## config.mk

```make
export PLATFORM = sky130hd
export DESIGN_NAME = fpcf_flash_protect
export DESIGN_NICKNAME = d
export VERILOG_FILES = /design/src/hw/fpcf_pkg.sv /design/src/hw/fpcf_flash_protect.sv
export SDC_FILE = /design/constraint.sdc
export NUM_CORES = 1
export LEC_CHECK = 0
export ABC_AREA = 1
export BUFFER_PORTS_ARGS = -buffer_cell sky130_fd_sc_hd__buf_2
export CAP_MARGIN = 0
export CORE_MARGIN = 2
export CORE_UTILIZATION = 45
export DETAILED_ROUTE_END_ITERATION = 16
export GPL_TIMING_DRIVEN = 0
export SLEW_MARGIN = 30
export SYNTH_ARGS = -nofsm -noshare
export SYNTH_HDL_FRONTEND = slang
export SYNTH_SLANG_ARGS = --single-unit
```

## constraint.sdc

```tcl
create_clock -name core_clk -period 5.59 [get_ports core_clk]
set_input_delay 0.559 -clock core_clk [delete_from_list [all_inputs] [get_ports core_clk]]
set_output_delay 0.559 -clock core_clk [all_outputs]
set_load 0.01 [all_outputs]
```

## src/hw/fpcf_pkg.sv

```systemverilog
package fpcf_pkg;
  // instruction opcodes handled by the framing logic
  localparam logic [7:0]  OP_PAGE_PROG    = 8'h02;
  localparam logic [7:0]  OP_READ         = 8'h03;
  localparam logic [7:0]  OP_READ_STATUS  = 8'h05;
  localparam logic [7:0]  OP_FAST_READ    = 8'h0b;
  localparam logic [7:0]  OP_SECTOR_ERASE = 8'h20;
  localparam logic [7:0]  OP_BLK32_ERASE  = 8'h52;
  localparam logic [7:0]  OP_BLK64_ERASE  = 8'hd8;
  localparam logic [7:0]  OP_CHIP_ERASE_A = 8'hc7;
  localparam logic [7:0]  OP_CHIP_ERASE_B = 8'h60;
  localparam logic [7:0]  OP_BLK_LOCK     = 8'h36;
  localparam logic [7:0]  OP_BLK_UNLOCK   = 8'h39;
  localparam logic [7:0]  OP_GLB_LOCK     = 8'h7e;
  localparam logic [7:0]  OP_GLB_UNLOCK   = 8'h98;
  // array geometry
  localparam int          ADDR_W          = 22;
  localparam logic [21:0] ARRAY_FIRST     = 22'h000000;
  localparam logic [21:0] ARRAY_LAST      = 22'h3fffff;
  localparam logic [22:0] ARRAY_SIZE      = 23'h400000;
  localparam logic [22:0] SECTOR_SIZE     = 23'h001000;
  localparam logic [22:0] BLOCK32_SIZE    = 23'h008000;
  localparam logic [22:0] BLOCK_SIZE      = 23'h010000;
  localparam logic [21:0] SECTOR_MASK     = 22'h000fff;
  localparam logic [21:0] BLOCK32_MASK    = 22'h007fff;
  localparam logic [21:0] BLOCK_MASK      = 22'h00ffff;
  localparam logic [21:0] PAGE_MASK       = 22'h0000ff;
  localparam logic [5:0]  BLOCK_TOP       = 6'h3f;
  localparam logic [5:0]  BLOCK_BOTTOM    = 6'h00;
  // lock units: 16 sectors of block 0, blocks 1..62, 16 sectors of block 63
  localparam int          LOCK_UNITS      = 94;
  localparam int          LOCK_MID_BASE   = 16;
  localparam int          LOCK_TOP_BASE   = 78;
  localparam logic [6:0]  LOCK_MID_OFS    = 7'h0f;
  localparam logic [6:0]  LOCK_TOP_OFS    = 7'h4e;
  localparam logic [21:0] TOP_BLOCK_BASE  = 22'h3f0000;
  localparam logic [93:0] LOCK_RESET      = {94{1'b1}};
  // frame counters
  localparam logic [2:0]  BYTE_ADDR_DONE  = 3'h4;
  localparam logic [2:0]  BYTE_FIRST_DATA = 3'h5;
  localparam logic [2:0]  BYTE_SAT        = 3'h7;
  localparam logic [2:0]  SYNC_IDLE_CS    = 3'h7;
  // erase size codes on erase_size
  localparam logic [1:0]  ER_4K           = 2'h0;
  localparam logic [1:0]  ER_32K          = 2'h1;
  localparam logic [1:0]  ER_64K          = 2'h2;
  localparam logic [1:0]  ER_CHIP         = 2'h3;
  typedef enum logic [1:0] {FR_IDLE = 2'b01, FR_ACTIVE = 2'b10} fpcf_frame_e;
endpackage

```

## src/hw/fpcf_flash_protect.sv

```systemverilog
`timescale 1ns/1ps
module fpcf_flash_protect
  import fpcf_pkg::*;
(
  // clock and reset
  input  wire logic              core_clk,
  input  wire logic              reset_n,
  // host serial pins
  input  wire logic              cs_n,
  input  wire logic              serial_clk,
  input  wire logic              serial_data_in,
  // protection settings
  input  wire logic              protect_scheme_select,
  input  wire logic              complement_protect,
  input  wire logic              sector_granularity,
  input  wire logic              top_bottom_select,
  input  wire logic              block_protect_2,
  input  wire logic              block_protect_1,
  input  wire logic              block_protect_0,
  // array path status
  input  wire logic              array_busy,
  // array path requests
  output logic                   erase_req,
  output logic [ADDR_W-1:0]      erase_addr,
  output logic [1:0]             erase_size,
  output logic                   prog_req,
  output logic [ADDR_W-1:0]      prog_addr,
  output logic [7:0]             prog_data,
  output logic                   prog_data_valid,
  output logic                   cmd_rejected
);

  logic [2:0]        cs_sync_reg, sck_sync_reg, data_sync_reg;
  logic              cs_f_reg, sck_f_reg, data_f_reg;
  logic              cs_f_next, sck_f_next, data_f_next;
  logic              cs_fall, cs_rise, sck_rise;
  fpcf_frame_e       frame_reg;
  logic [2:0]        bit_cnt_reg, byte_cnt_reg;
  logic [7:0]        shift_reg, shift_next, opcode_reg;
  logic [23:0]       addr_reg;
  logic              frame_busy_reg, first_cyc_reg;
  logic [LOCK_UNITS-1:0] lock_reg;
  logic [2:0]        bp;
  logic [22:0]       base_size;
  logic [21:0]       base_lo, base_hi, reg_lo, reg_hi;
  logic              base_none, base_all, overlap, contained;
  logic              status_hit, lock_hit, region_prot;
  logic              is_erase, is_prog, is_lock, is_glb, write_op;
  logic              aligned, enough, frame_ok, byte_done;
  logic [6:0]        addr_unit;

  // three-stage sync; a change counts once stages two and three agree
  always_ff @(posedge core_clk or negedge reset_n) begin
    if (!reset_n) begin
      cs_sync_reg   <= SYNC_IDLE_CS;
      sck_sync_reg  <= 3'h0;
      data_sync_reg <= 3'h0;
      cs_f_reg      <= 1'b1;
      sck_f_reg     <= 1'b0;
      data_f_reg    <= 1'b0;
    end else begin
      cs_sync_reg   <= {cs_sync_reg[1:0], cs_n};
      sck_sync_reg  <= {sck_sync_reg[1:0], serial_clk};
      data_sync_reg <= {data_sync_reg[1:0], serial_data_in};
      cs_f_reg      <= cs_f_next;
      sck_f_reg     <= sck_f_next;
      data_f_reg    <= data_f_next;
    end
  end

  assign cs_f_next  = (cs_sync_reg[1] == cs_sync_reg[2]) ?
                      cs_sync_reg[2] : cs_f_reg;
  assign sck_f_next = (sck_sync_reg[1] == sck_sync_reg[2]) ?
                      sck_sync_reg[2] : sck_f_reg;
  assign data_f_next = (data_sync_reg[1] == data_sync_reg[2]) ?
                       data_sync_reg[2] : data_f_reg;
  assign cs_fall    = cs_f_reg & ~cs_f_next;
  assign cs_rise    = ~cs_f_reg & cs_f_next;
  assign sck_rise   = ~sck_f_reg & sck_f_next & ~cs_f_next;
  assign shift_next = {shift_reg[6:0], data_f_next};
  assign byte_done  = sck_rise && (frame_reg == FR_ACTIVE) &&
                      (bit_cnt_reg == 3'h7);

  // opcode classes
  assign is_erase = (opcode_reg == OP_SECTOR_ERASE) ||
                    (opcode_reg == OP_BLK32_ERASE) ||
                    (opcode_reg == OP_BLK64_ERASE) ||
                    (opcode_reg == OP_CHIP_ERASE_A) ||
                    (opcode_reg == OP_CHIP_ERASE_B);
  assign is_prog  = (opcode_reg == OP_PAGE_PROG);
  assign is_lock  = (opcode_reg == OP_BLK_LOCK) ||
                    (opcode_reg == OP_BLK_UNLOCK);
  assign is_glb   = (opcode_reg == OP_GLB_LOCK) ||
                    (opcode_reg == OP_GLB_UNLOCK);
  assign write_op = is_erase || is_prog || is_lock || is_glb;

  // region that the pending command touches
  always_comb begin
    reg_lo = addr_reg[21:0] & ~SECTOR_MASK;
    reg_hi = addr_reg[21:0] | SECTOR_MASK;
    unique case (opcode_reg)
      OP_BLK32_ERASE: begin
        reg_lo = addr_reg[21:0] & ~BLOCK32_MASK;
        reg_hi = addr_reg[21:0] | BLOCK32_MASK;
      end
      OP_BLK64_ERASE: begin
        reg_lo = addr_reg[21:0] & ~BLOCK_MASK;
        reg_hi = addr_reg[21:0] | BLOCK_MASK;
      end
      OP_CHIP_ERASE_A, OP_CHIP_ERASE_B: begin
        reg_lo = ARRAY_FIRST;
        reg_hi = ARRAY_LAST;
      end
      // a page program stays inside the page it starts in
      OP_PAGE_PROG: begin
        reg_lo = addr_reg[21:0];
        reg_hi = addr_reg[21:0] | PAGE_MASK;
      end
      default: begin
        reg_lo = addr_reg[21:0] & ~SECTOR_MASK;
        reg_hi = addr_reg[21:0] | SECTOR_MASK;
      end
    endcase
  end

  // status-bit protected range, before the complement
  assign bp        = {block_protect_2, block_protect_1, block_protect_0};
  assign base_none = (bp == 3'h0);
  assign base_all  = (bp == 3'h7);
  always_comb begin
    base_size = BLOCK_SIZE;
    if (base_none || base_all)
      base_size = ARRAY_SIZE;
    else if (!sector_granularity)
      base_size = 23'(BLOCK_SIZE << (bp - 3'h1));
    else if (bp[2])
      base_size = BLOCK32_SIZE;
    else
      base_size = 23'(SECTOR_SIZE << (bp[1:0] - 2'h1));
  end
  assign base_lo   = top_bottom_select ? ARRAY_FIRST :
                     22'(ARRAY_SIZE - base_size);
  assign base_hi   = top_bottom_select ? 22'(base_size - 23'h1) :
                     ARRAY_LAST;
  assign overlap   = (reg_lo <= base_hi) && (reg_hi >= base_lo);
  assign contained = (reg_lo >= base_lo) && (reg_hi <= base_hi);
  // complement: protected set is everything outside the base range
  assign status_hit = complement_protect ?
    (base_none || (!base_all && !contained)) :
    (base_all || (!base_none && overlap));

  // lock-bit hit over the region
  always_comb begin
    logic [21:0] ulo, uhi;
    ulo      = ARRAY_FIRST;
    uhi      = ARRAY_FIRST;
    lock_hit = 1'b0;
    for (int i = 0; i < LOCK_UNITS; i++) begin
      if (i < LOCK_MID_BASE) begin
        ulo = 22'(i * int'(SECTOR_SIZE));
        uhi = ulo | SECTOR_MASK;
      end else if (i < LOCK_TOP_BASE) begin
        ulo = 22'((i - LOCK_MID_BASE + 1) * int'(BLOCK_SIZE));
        uhi = ulo | BLOCK_MASK;
      end else begin
        ulo = TOP_BLOCK_BASE |
              22'((i - LOCK_TOP_BASE) * int'(SECTOR_SIZE));
        uhi = ulo | SECTOR_MASK;
      end
      if (lock_reg[i] && ulo <= reg_hi && uhi >= reg_lo)
        lock_hit = 1'b1;
    end
  end

  assign region_prot = protect_scheme_select ? lock_hit : status_hit;

  // lock unit addressed by a single-unit lock command
  always_comb begin
    if (addr_reg[21:16] == BLOCK_BOTTOM)
      addr_unit = {3'h0, addr_reg[15:12]};
    else if (addr_reg[21:16] == BLOCK_TOP)
      addr_unit = LOCK_TOP_OFS + {3'h0, addr_reg[15:12]};
    else
      addr_unit = LOCK_MID_OFS + {1'b0, addr_reg[21:16]};
  end

  // frame closing checks
  assign aligned  = (bit_cnt_reg == 3'h0);
  assign enough   = is_prog  ? (byte_cnt_reg >= BYTE_FIRST_DATA) :
                    is_glb   ? 1'b1 :
                    (opcode_reg == OP_CHIP_ERASE_A ||
                     opcode_reg == OP_CHIP_ERASE_B) ? 1'b1 :
                    (byte_cnt_reg >= BYTE_ADDR_DONE);
  assign frame_ok = cs_rise && (frame_reg == FR_ACTIVE) && write_op &&
                    aligned && enough && !frame_busy_reg &&
                    !array_busy;

  // frame tracking
  always_ff @(posedge core_clk or negedge reset_n) begin
    if (!reset_n) begin
      frame_reg      <= FR_IDLE;
      bit_cnt_reg    <= 3'h0;
      byte_cnt_reg   <= 3'h0;
      shift_reg      <= 8'h00;
      opcode_reg     <= 8'h00;
      addr_reg       <= 24'h000000;
      frame_busy_reg <= 1'b0;
    end else begin
      unique case (frame_reg)
        FR_IDLE: begin
          if (cs_fall) begin
            frame_reg      <= FR_ACTIVE;
            bit_cnt_reg    <= 3'h0;
            byte_cnt_reg   <= 3'h0;
            opcode_reg     <= 8'h00;
            frame_busy_reg <= array_busy;
          end
        end
        FR_ACTIVE: begin
          frame_busy_reg <= frame_busy_reg | array_busy;
          if (cs_rise) begin
            frame_reg <= FR_IDLE;
          end else if (sck_rise) begin
            shift_reg   <= shift_next;
            bit_cnt_reg <= bit_cnt_reg + 3'h1;
            if (bit_cnt_reg == 3'h7) begin
              if (byte_cnt_reg != BYTE_SAT)
                byte_cnt_reg <= byte_cnt_reg + 3'h1;
              if (byte_cnt_reg == 3'h0)
                opcode_reg <= shift_next;
              else if (byte_cnt_reg < BYTE_ADDR_DONE)
                addr_reg <= {addr_reg[15:0], shift_next};
            end
          end
        end
      endcase
    end
  end

  // lock bits: reset value is all locked
  always_ff @(posedge core_clk or negedge reset_n) begin
    if (!reset_n) begin
      lock_reg <= LOCK_RESET;
    end else if (frame_ok && is_glb) begin
      lock_reg <= {LOCK_UNITS{opcode_reg == OP_GLB_LOCK}};
    end else if (frame_ok && is_lock) begin
      lock_reg[addr_unit] <= (opcode_reg == OP_BLK_LOCK);
    end
  end

  // array requests
  always_ff @(posedge core_clk or negedge reset_n) begin
    if (!reset_n) begin
      erase_req    <= 1'b0;
      erase_addr   <= '0;
      erase_size   <= ER_4K;
      prog_req     <= 1'b0;
      prog_addr    <= '0;
      cmd_rejected <= 1'b0;
    end else begin
      erase_req    <= frame_ok && is_erase && !region_prot;
      prog_req     <= frame_ok && is_prog && !region_prot;
      cmd_rejected <= cs_rise && (frame_reg == FR_ACTIVE) && write_op &&
                      !(frame_ok && !((is_erase || is_prog) && region_prot));
      if (frame_ok && is_erase) begin
        erase_addr <= reg_lo;
        erase_size <= (opcode_reg == OP_SECTOR_ERASE) ? ER_4K  :
                      (opcode_reg == OP_BLK32_ERASE) ? ER_32K :
                      (opcode_reg == OP_BLK64_ERASE) ? ER_64K : ER_CHIP;
      end
      if (frame_ok && is_prog)
        prog_addr <= reg_lo;
    end
  end

  // data bytes only load the page buffer; nothing is written without prog_req
  always_ff @(posedge core_clk or negedge reset_n) begin
    if (!reset_n) begin
      prog_data       <= 8'h00;
      prog_data_valid <= 1'b0;
    end else begin
      prog_data_valid <= byte_done && is_prog && !frame_busy_reg &&
                         (byte_cnt_reg >= BYTE_ADDR_DONE);
      if (byte_done)
        prog_data <= shift_next;
    end
  end

  // checks
  always_ff @(posedge core_clk or negedge reset_n) begin
    if (!reset_n)
      first_cyc_reg <= 1'b1;
    else
      first_cyc_reg <= 1'b0;
  end

  a_locks_after_reset: assert property (
    @(posedge core_clk) disable iff (!reset_n)
    first_cyc_reg |-> (lock_reg == LOCK_RESET))
    else $error("lock bits not all set after reset");
  a_protect_blocks: assert property (
    @(posedge core_clk) disable iff (!reset_n)
    (cs_rise && region_prot && (is_erase || is_prog)) |=>
      (!erase_req && !prog_req && cmd_rejected))
    else $error("protected region erased or programmed");
  a_boundary_only: assert property (
    @(posedge core_clk) disable iff (!reset_n)
    (cs_rise && !aligned && write_op) |=> (!erase_req && !prog_req))
    else $error("unaligned write frame accepted");
  a_busy_ignores: assert property (
    @(posedge core_clk) disable iff (!reset_n)
    (cs_rise && array_busy) |=> ($stable(lock_reg) && !erase_req &&
                                 !prog_req))
    else $error("command accepted while busy");
  a_cmp_inverse: assert property (
    @(posedge core_clk) disable iff (!reset_n)
    (!protect_scheme_select && complement_protect && !base_none &&
     !base_all) |-> (region_prot == !contained))
    else $error("complement map wrong");
  a_scheme_source: assert property (
    @(posedge core_clk) disable iff (!reset_n)
    !protect_scheme_select |-> (region_prot == status_hit))
    else $error("lock bits used under scheme zero");
  a_opcode_capture: assert property (
    @(posedge core_clk) disable iff (!reset_n)
    (byte_done && byte_cnt_reg == 3'h0 && !cs_rise) |=>
      (opcode_reg == $past(shift_next)))
    else $error("opcode not taken from first byte");
  a_frame_start: assert property (
    @(posedge core_clk) disable iff (!reset_n)
    (cs_fall && frame_reg == FR_IDLE) |=>
      (frame_reg == FR_ACTIVE && bit_cnt_reg == 3'h0 &&
       byte_cnt_reg == 3'h0))
    else $error("frame not restarted on select fall");
  a_read_abort: assert property (
    @(posedge core_clk) disable iff (!reset_n)
    (cs_rise && (opcode_reg == OP_READ || opcode_reg == OP_FAST_READ)) |=>
      (!cmd_rejected && !erase_req && !prog_req && frame_reg == FR_IDLE))
    else $error("read termination mishandled");

endmodule // fpcf_flash_protect

```

==> results.sh, run 1 <==
export IMPL_postCtsHoldBufs=1
export IMPL_synthCells=2047
export IMPL_die_x_um=179.7
export IMPL_power_density_nw_per_um2=219.9
export IMPL_critPathLaunchType="input port"
export IMPL_design_core_area_um2=30510
export IMPL_synth_area_um2=13890
export IMPL_syn_area_per_cell_um2=6.787
export IMPL_ys_seq_area_share_pct=38.72
export IMPL_ctsResizeCount=0
export IMPL_globalRouteOverflowTotal=0
export IMPL_ant_nets=0
export IMPL_crit_type="input port to register"
export IMPL_hpwl_um=38010
export IMPL_die_y_um=179.7
export IMPL_p_seq_share_pct=47.0
export IMPL_antenna_found_initial=0
export IMPL_syn2layout_area_growth_pct=12.23
export IMPL_grt_pass1_vias=13177
export IMPL_cts_buffer_depth=3
export IMPL_synth_top_flop_cell="dfrtp_1"
export IMPL_hp_class="input port to register"
export IMPL_largest_reg_flops=94
export IMPL_swShare_pct=25.74
export IMPL_worstPathArrival_ns=4.37
export IMPL_vias=14187
export IMPL_clk_latency_ns=0.54
export IMPL_clk_pin_slew_ns=0.06
export IMPL_start_util_pct=45.54
export IMPL_ys_ff_latch=210
export IMPL_numCtsBuffers=25
export IMPL_grt_max_degree=86
export IMPL_cts_sinks=210
export IMPL_netlist_top_cells_area="dfrtp_1, dfstp_2, nor2_1, nand2_1, inv_1"
export IMPL_hold_start="cs_n"
export IMPL_post_synth_top_count_cell="nor2_1"
export IMPL_fmax_ghz=0.2529
export IMPL_slew_headroom_pct=43.29
export IMPL_p_int_mw=2.547
export IMPL_worstPathMaxFanout=5
export IMPL_max_slew_worst_pin_slew_ns=0.8429
export IMPL_utilization_pct=51.11
export IMPL_rows=64
export IMPL_synthArstFlopShare_pct=100.0
export IMPL_gp_congestion=0.9749
export IMPL_crit_start="block_protect_1"
export IMPL_critPathMaxStageDelay_ns=0.31
export IMPL_synth_top_area_cell="dfrtp_1"
export IMPL_setup_viol=0
export IMPL_hold_viol_final=0
export IMPL_yosysWarnings=0
export IMPL_fillers=3146
export IMPL_cp_common_cell="nand2_1"
export IMPL_first_pass_iters=5
export IMPL_p_leak_nw=6.980
export IMPL_cts_tree="done"
export IMPL_first_iter_violations=1156
export IMPL_rsz0062_at_grt="false"
export IMPL_fin_setup_tns_ns=0
export IMPL_root_buffer="clkbuf_16"
export IMPL_pwr_share_clk_pct=45.6
export IMPL_vias_per_cell=5.540
export IMPL_max_cap_viol_count=0
export IMPL_synth_edff_count=0
export IMPL_grt_pass1_wl_um=76190
export IMPL_portBuffers=70
export IMPL_ys_types=51
export IMPL_drt_drc_violations_left=0
export IMPL_layoutNonFillerInstCount=2561
export IMPL_r2r_start="opcode_reg[3]"
export IMPL_p_comb_share_pct=7.4
export IMPL_period_share_pct=70.75
export IMPL_diodes=0
export IMPL_status="complete, no violations"
export IMPL_synth_top_cell_area_share_pct=19.99
export IMPL_place_inst=2515
export IMPL_cp_data_required_time_ns=6.01
export IMPL_wire_per_inst_um=19.20
export IMPL_final_nets=2210
export IMPL_grt_usage_pct=30.07
export IMPL_htree_num_levels=1
export IMPL_io_pins=71
export IMPL_worst_path_max_delay_cell="a211oi_1"
export IMPL_final_max_slew_viol_count=0
export IMPL_die_area_um2=32300
export IMPL_p_switching_mw=0.8828
export IMPL_crit_path_end_kind="register"
export IMPL_drive_gt1_share_pct=13.95
export IMPL_period_needed_ns=3.955
export IMPL_fin_worst_skew_ns=0.01622
export IMPL_totalWireLength_um=49160
export IMPL_netlist_top_cells_count="nor2_1, nand2_1, inv_1"
export IMPL_syn_nets=2110
export IMPL_peakVddDrop_mv=0.2332
export IMPL_post_cts_buffers=0
==> placed cells by master (no fill, tap or decap), types with 5 or more instances in the layout <==
cell,netlist,routed
nor2_1,540,540
nand2_1,445,445
inv_1,201,201
dfrtp_1,111,111
nand3_1,108,108
o21ai_0,104,104
dfstp_2,99,99
a31oi_1,98,98
buf_2,20,89
ha_1,50,50
clkbuf_1,38,48
a21oi_1,41,41
nand4_1,39,39
clkbuf_16,0,25
inv_2,17,17
nor2_2,15,15
nor3_1,13,13
o21ai_1,12,12
nand2_2,8,8
o22ai_1,7,7
buf_6,6,6
clkinv_1,6,6
o211ai_1,6,6
buf_4,5,5
clkbuf_8,0,5
==> layout make-up <==
type | count | area, um^2 | share of cell area [%]
inverter | 225 | 847.1 | 5.432
timing repair buffer | 73 | 425.4 | 2.728
clock inverter | 5 | 46.29 | 0.2969
sequential | 210 | 5379 | 34.50
multi-input combinational | 1543 | 7320 | 46.94
tap | 396 | 495.5 | 3.178
clock buffer | 40 | 732.0 | 4.694
buffer | 69 | 347.8 | 2.231
==> worst max-delay path: cells and delay by family <==
kind	cells	cell delay, ns
AND/OR/NAND/NOR	13	1.71
AO/OA/AOI/OAI	6	0.95
buffers and inverters	4	0.36
adder cells (fa/ha/maj)	2	0.57
XOR/XNOR	1	0.21
==> per-stage QoR <==
step | setup WS, ns | hold slack, ns | instance area, um^2 | power [mW]
final | 1.635 | 0.1168 | 15590 | 3.430
after floorplan | 2.279 | 0.2634 | 13890 | 1.783
after global routing | 1.366 | 0.09933 | 15590 | 3.567
after CTS | 1.666 | 0.09582 | 15590 | 3.460
after global placement | 0.3051 | 0.3331 | 14740 | 1.877
after detailed placement | 1.111 | 0.3356 | 14800 | 1.894
==> metal layers <==
| layer | vias to the layer above | wire [um] | global-route usage [%] |
|---|---|---|---|
| li1 | 6843 | - | - |
| met1 | 6700 | 22260 | 43.42 |
| met5 | - | 0 | 0 |
| met2 | 553 | 21630 | 46.50 |
| met4 | 0 | 1363 | 8.976 |
| met3 | 91 | 3903 | 4.822 |
==> path summary, 6_finish.rpt <==
kind	slack [ns]	end	cells after the start
max in group asynchronous	4.16	erase_size[0]	3
setup / recovery	1.64	cmd_rejected	26
hold / removal	0.12	cs_sync_reg[0]	1
hold reg to reg	0.35	sck_sync_reg[1]	0
min in group asynchronous	0.58	sck_sync_reg[0]	2
setup reg to reg	1.72	cmd_rejected	32
==> power groups by stage <==
stage                     logic (mW)  clock network, mW  registers [mW]
final                          0.255               1.56            1.61
after global routing           0.302               1.65            1.62
after CTS                      0.261               1.59            1.61
after detailed placement       0.259                  0            1.64
after global placement         0.246                  0            1.63
after floorplan                0.162                  0            1.62
==> cell families (layout without fill, tap and decap cells) <==
family          Yosys count  in the layout  share of synthesized area [%]
simple gates           1196           1196                          35.70
buf+inv                 294            412                          8.601
compound gates          291            291                          12.09
flops                   210            210                          38.72
fa+ha+maj                51             51                          4.575
xor+xnor                  5              5                         0.3152
(Power assumes the default switching activity.)
==> inputs of run 2 (changes only) <==
==> constraint.sdc (replaced) <==
create_clock -name core_clk -period 3.8 [get_ports core_clk]
set_input_delay 0.38 -clock core_clk [delete_from_list [all_inputs] [get_ports core_clk]]
set_output_delay 0.38 -clock core_clk [all_outputs]
set_load 0.01 [all_outputs]
==> results.sh, run 2 (same netlist as run 1, synthesis figures left out) <==
export IMPL_status="complete, no violations"
export IMPL_r2r_cells=18
export IMPL_die_y_um=179.7
export IMPL_grt_use_met2_pct=46.50
export IMPL_crit_type="register to register"
export IMPL_design_core_area_um2=30510
export IMPL_htree_num_levels=1
export IMPL_drive_gt1_share_pct=14.69
export IMPL_grt_met1_usage_pct=43.44
export IMPL_r2r_start="addr_reg[18]"
export IMPL_max_slew_worst_pin_slew_ns=0.8382
export IMPL_hold_viol_final=0
export IMPL_die_area_um2=32300
export IMPL_grt_max_degree=86
export IMPL_rsz0062_at_grt="false"
export IMPL_io_pins=71
export IMPL_whs_endpoint="frame_busy_reg"
export IMPL_grt_pass1_vias=13180
export IMPL_rows=64
export IMPL_cts_buffer_depth=3
export IMPL_fmax_ghz=0.2685
export IMPL_max_cap_viol_count=0
export IMPL_power_density_nw_per_um2=321.3
export IMPL_rr_endpoint="cmd_rejected"
export IMPL_p_leak_nw=7.010
export IMPL_dpl_cell_area_um2=14800
export IMPL_clk_pin_slew_ns=0.06
export IMPL_period_share_pct=98.02
export IMPL_final_max_slew_viol_count=0
export IMPL_vias_per_cell=5.493
export IMPL_mostFrequentLayoutCell="nor2_1"
export IMPL_crit_chain="nor2_4 > inv_2 > nor2_1 > inv_1 > nor2_2 > nand2_1 > nor2_1 > nor2_1 > nand2_1 > nand2_1 > nand2_1 > nand3_1 > nor2_1 > nand4_1 > nor2_1 > nand2_1 > nand3_1 > a21oi_1"
export IMPL_largest_reg_flops=94
export IMPL_gp_congestion=0.9749
export IMPL_critPathLaunchType="register"
export IMPL_portBuffers=70
export IMPL_cts_tree="done"
export IMPL_hp_class="input port to register"
export IMPL_globalRouteOverflowTotal=0
export IMPL_syn2layout_area_growth_pct=13.08
export IMPL_start_util_pct=45.54
export IMPL_grt_util_met3_pct=4.822
export IMPL_peakVddDrop_mv=0.3452
export IMPL_cts_sinks=210
export IMPL_die_x_um=179.7
export IMPL_clk_latency_ns=0.54
export IMPL_fin_worst_skew_ns=0.01750
export IMPL_crit_path_end_kind="register"
export IMPL_period_needed_ns=3.725
export IMPL_first_pass_iters=5
export IMPL_totalWireLength_um=49190
export IMPL_worstPathArrival_ns=4.14
export IMPL_most_common_layout_cells="nor2_1, nand2_1, inv_1"
export IMPL_ant_nets=0
export IMPL_root_buffer="clkbuf_16"
export IMPL_hold_ws_ns=0.1258
export IMPL_final_nets=2217
export IMPL_drt_drc_violations_left=0
export IMPL_slew_headroom_pct=43.61
export IMPL_diodes=0
export IMPL_grt_pass1_wl_um=76200
export IMPL_antenna_found_initial=0
export IMPL_holdPathStages=3
export IMPL_grt_busiest_layer="met2"
export IMPL_cp_data_required_time_ns=4.22
export IMPL_worst_path_max_delay_cell="dfrtp_1"
export IMPL_hold_start="array_busy"
export IMPL_hpwl_um=38010
export IMPL_setup_viol=0
export IMPL_first_iter_violations=1127
export IMPL_vias=14106
export IMPL_critPathMaxStageDelay_ns=0.49
export IMPL_worstPathMaxFanout=6
export IMPL_wire_per_inst_um=19.15
export IMPL_postLayoutCellArea_um2=15710
export IMPL_numCtsBuffers=25
export IMPL_r2r_slack_ns=0.08
export IMPL_grt_usage_pct=30.08
[run 2: how the worst max path moves through the flow]
| stage | start | to | slack (ns) | cells after the start |
|---|---|---|---|---|
| 2_1_floorplan | block_protect_1 | prog_req | 0.67 | 25 |
| 6_report | addr_reg[18] | cmd_rejected | 0.08 | 18 |
| 5_1_grt | opcode_reg[1] | cmd_rejected | 0.002 | 21 |
| 3_5_place_dp | block_protect_1 | cmd_rejected | -0.50 | 26 |
| 3_3_place_gp | reset_n | addr_reg[19] | -1.31 | 1 |
| 4_1_cts | opcode_reg[3] | cmd_rejected | 0.05 | 32 |
[run 2: per-stage QoR]
stage	std cells	power (mW)	setup TNS (ns)	util (%)	setup slack, ns
2_1_floorplan	2047	2.623	0	-	0.6681
3_3_place_gp	2513	2.761	-144.54	48.31	-1.306
3_5_place_dp	2515	2.786	-1.328	48.52	-0.4999
4_1_cts	2564	5.093	0	51.21	0.04818
5_1_grt	2568	5.252	0	51.49	0.002148
6_report	2568	5.048	0	51.49	0.07514
[run 2: routing by layer]
metal,vias to the layer above,wire length (um),share of wire [%]
li1,6856,-,-
met1,6651,22610,46
met2,516,21580,44
met3,83,3680,7.5
met4,0,1318,2.7
met5,-,0,0
[run 2: critical path, delay by kind of cell (launching register included)]
kind	cells	cell delay (ns)
AOI/OAI and AO/OA	1	0.10
and+or+nand+nor	15	2.75
buffers and inverters	2	0.26
DFF	1	0.49
[run 2: power by group]
group	internal (mW)	switching, mW	total (mW)
logic	0.114	0.267	0.381
clock network	1.32	0.975	2.30
registers	2.31	0.0577	2.37
[run 2: final cells by class]
| class | instances | area, um^2 |
|---|---|---|
| Clock inverter | 5 | 46.29 |
| Inverter | 225 | 849.6 |
| Clock buffer | 40 | 732.0 |
| Tap cell | 396 | 495.5 |
| Multi-Input combinational cell | 1543 | 7375 |
| Timing Repair Buffer | 80 | 485.5 |
| Buffer | 69 | 347.8 |
| Fill cell | 3136 | 14800 |
| Sequential cell | 210 | 5379 |
[run 2: what timing repair did]
| item | 4_1_cts | 5_1_grt |
|---|---|---|
| setup buffers | 0 | 4 |
| endpoints found under the setup margin | 1 | 3 |
| resized for setup | 1 | 17 |
| hold buffers | 4 | 0 |
| pin swaps | 0 | 1 |
| gates cloned | 0 | 0 |
| hold endpoints to repair | 29 | 0 |
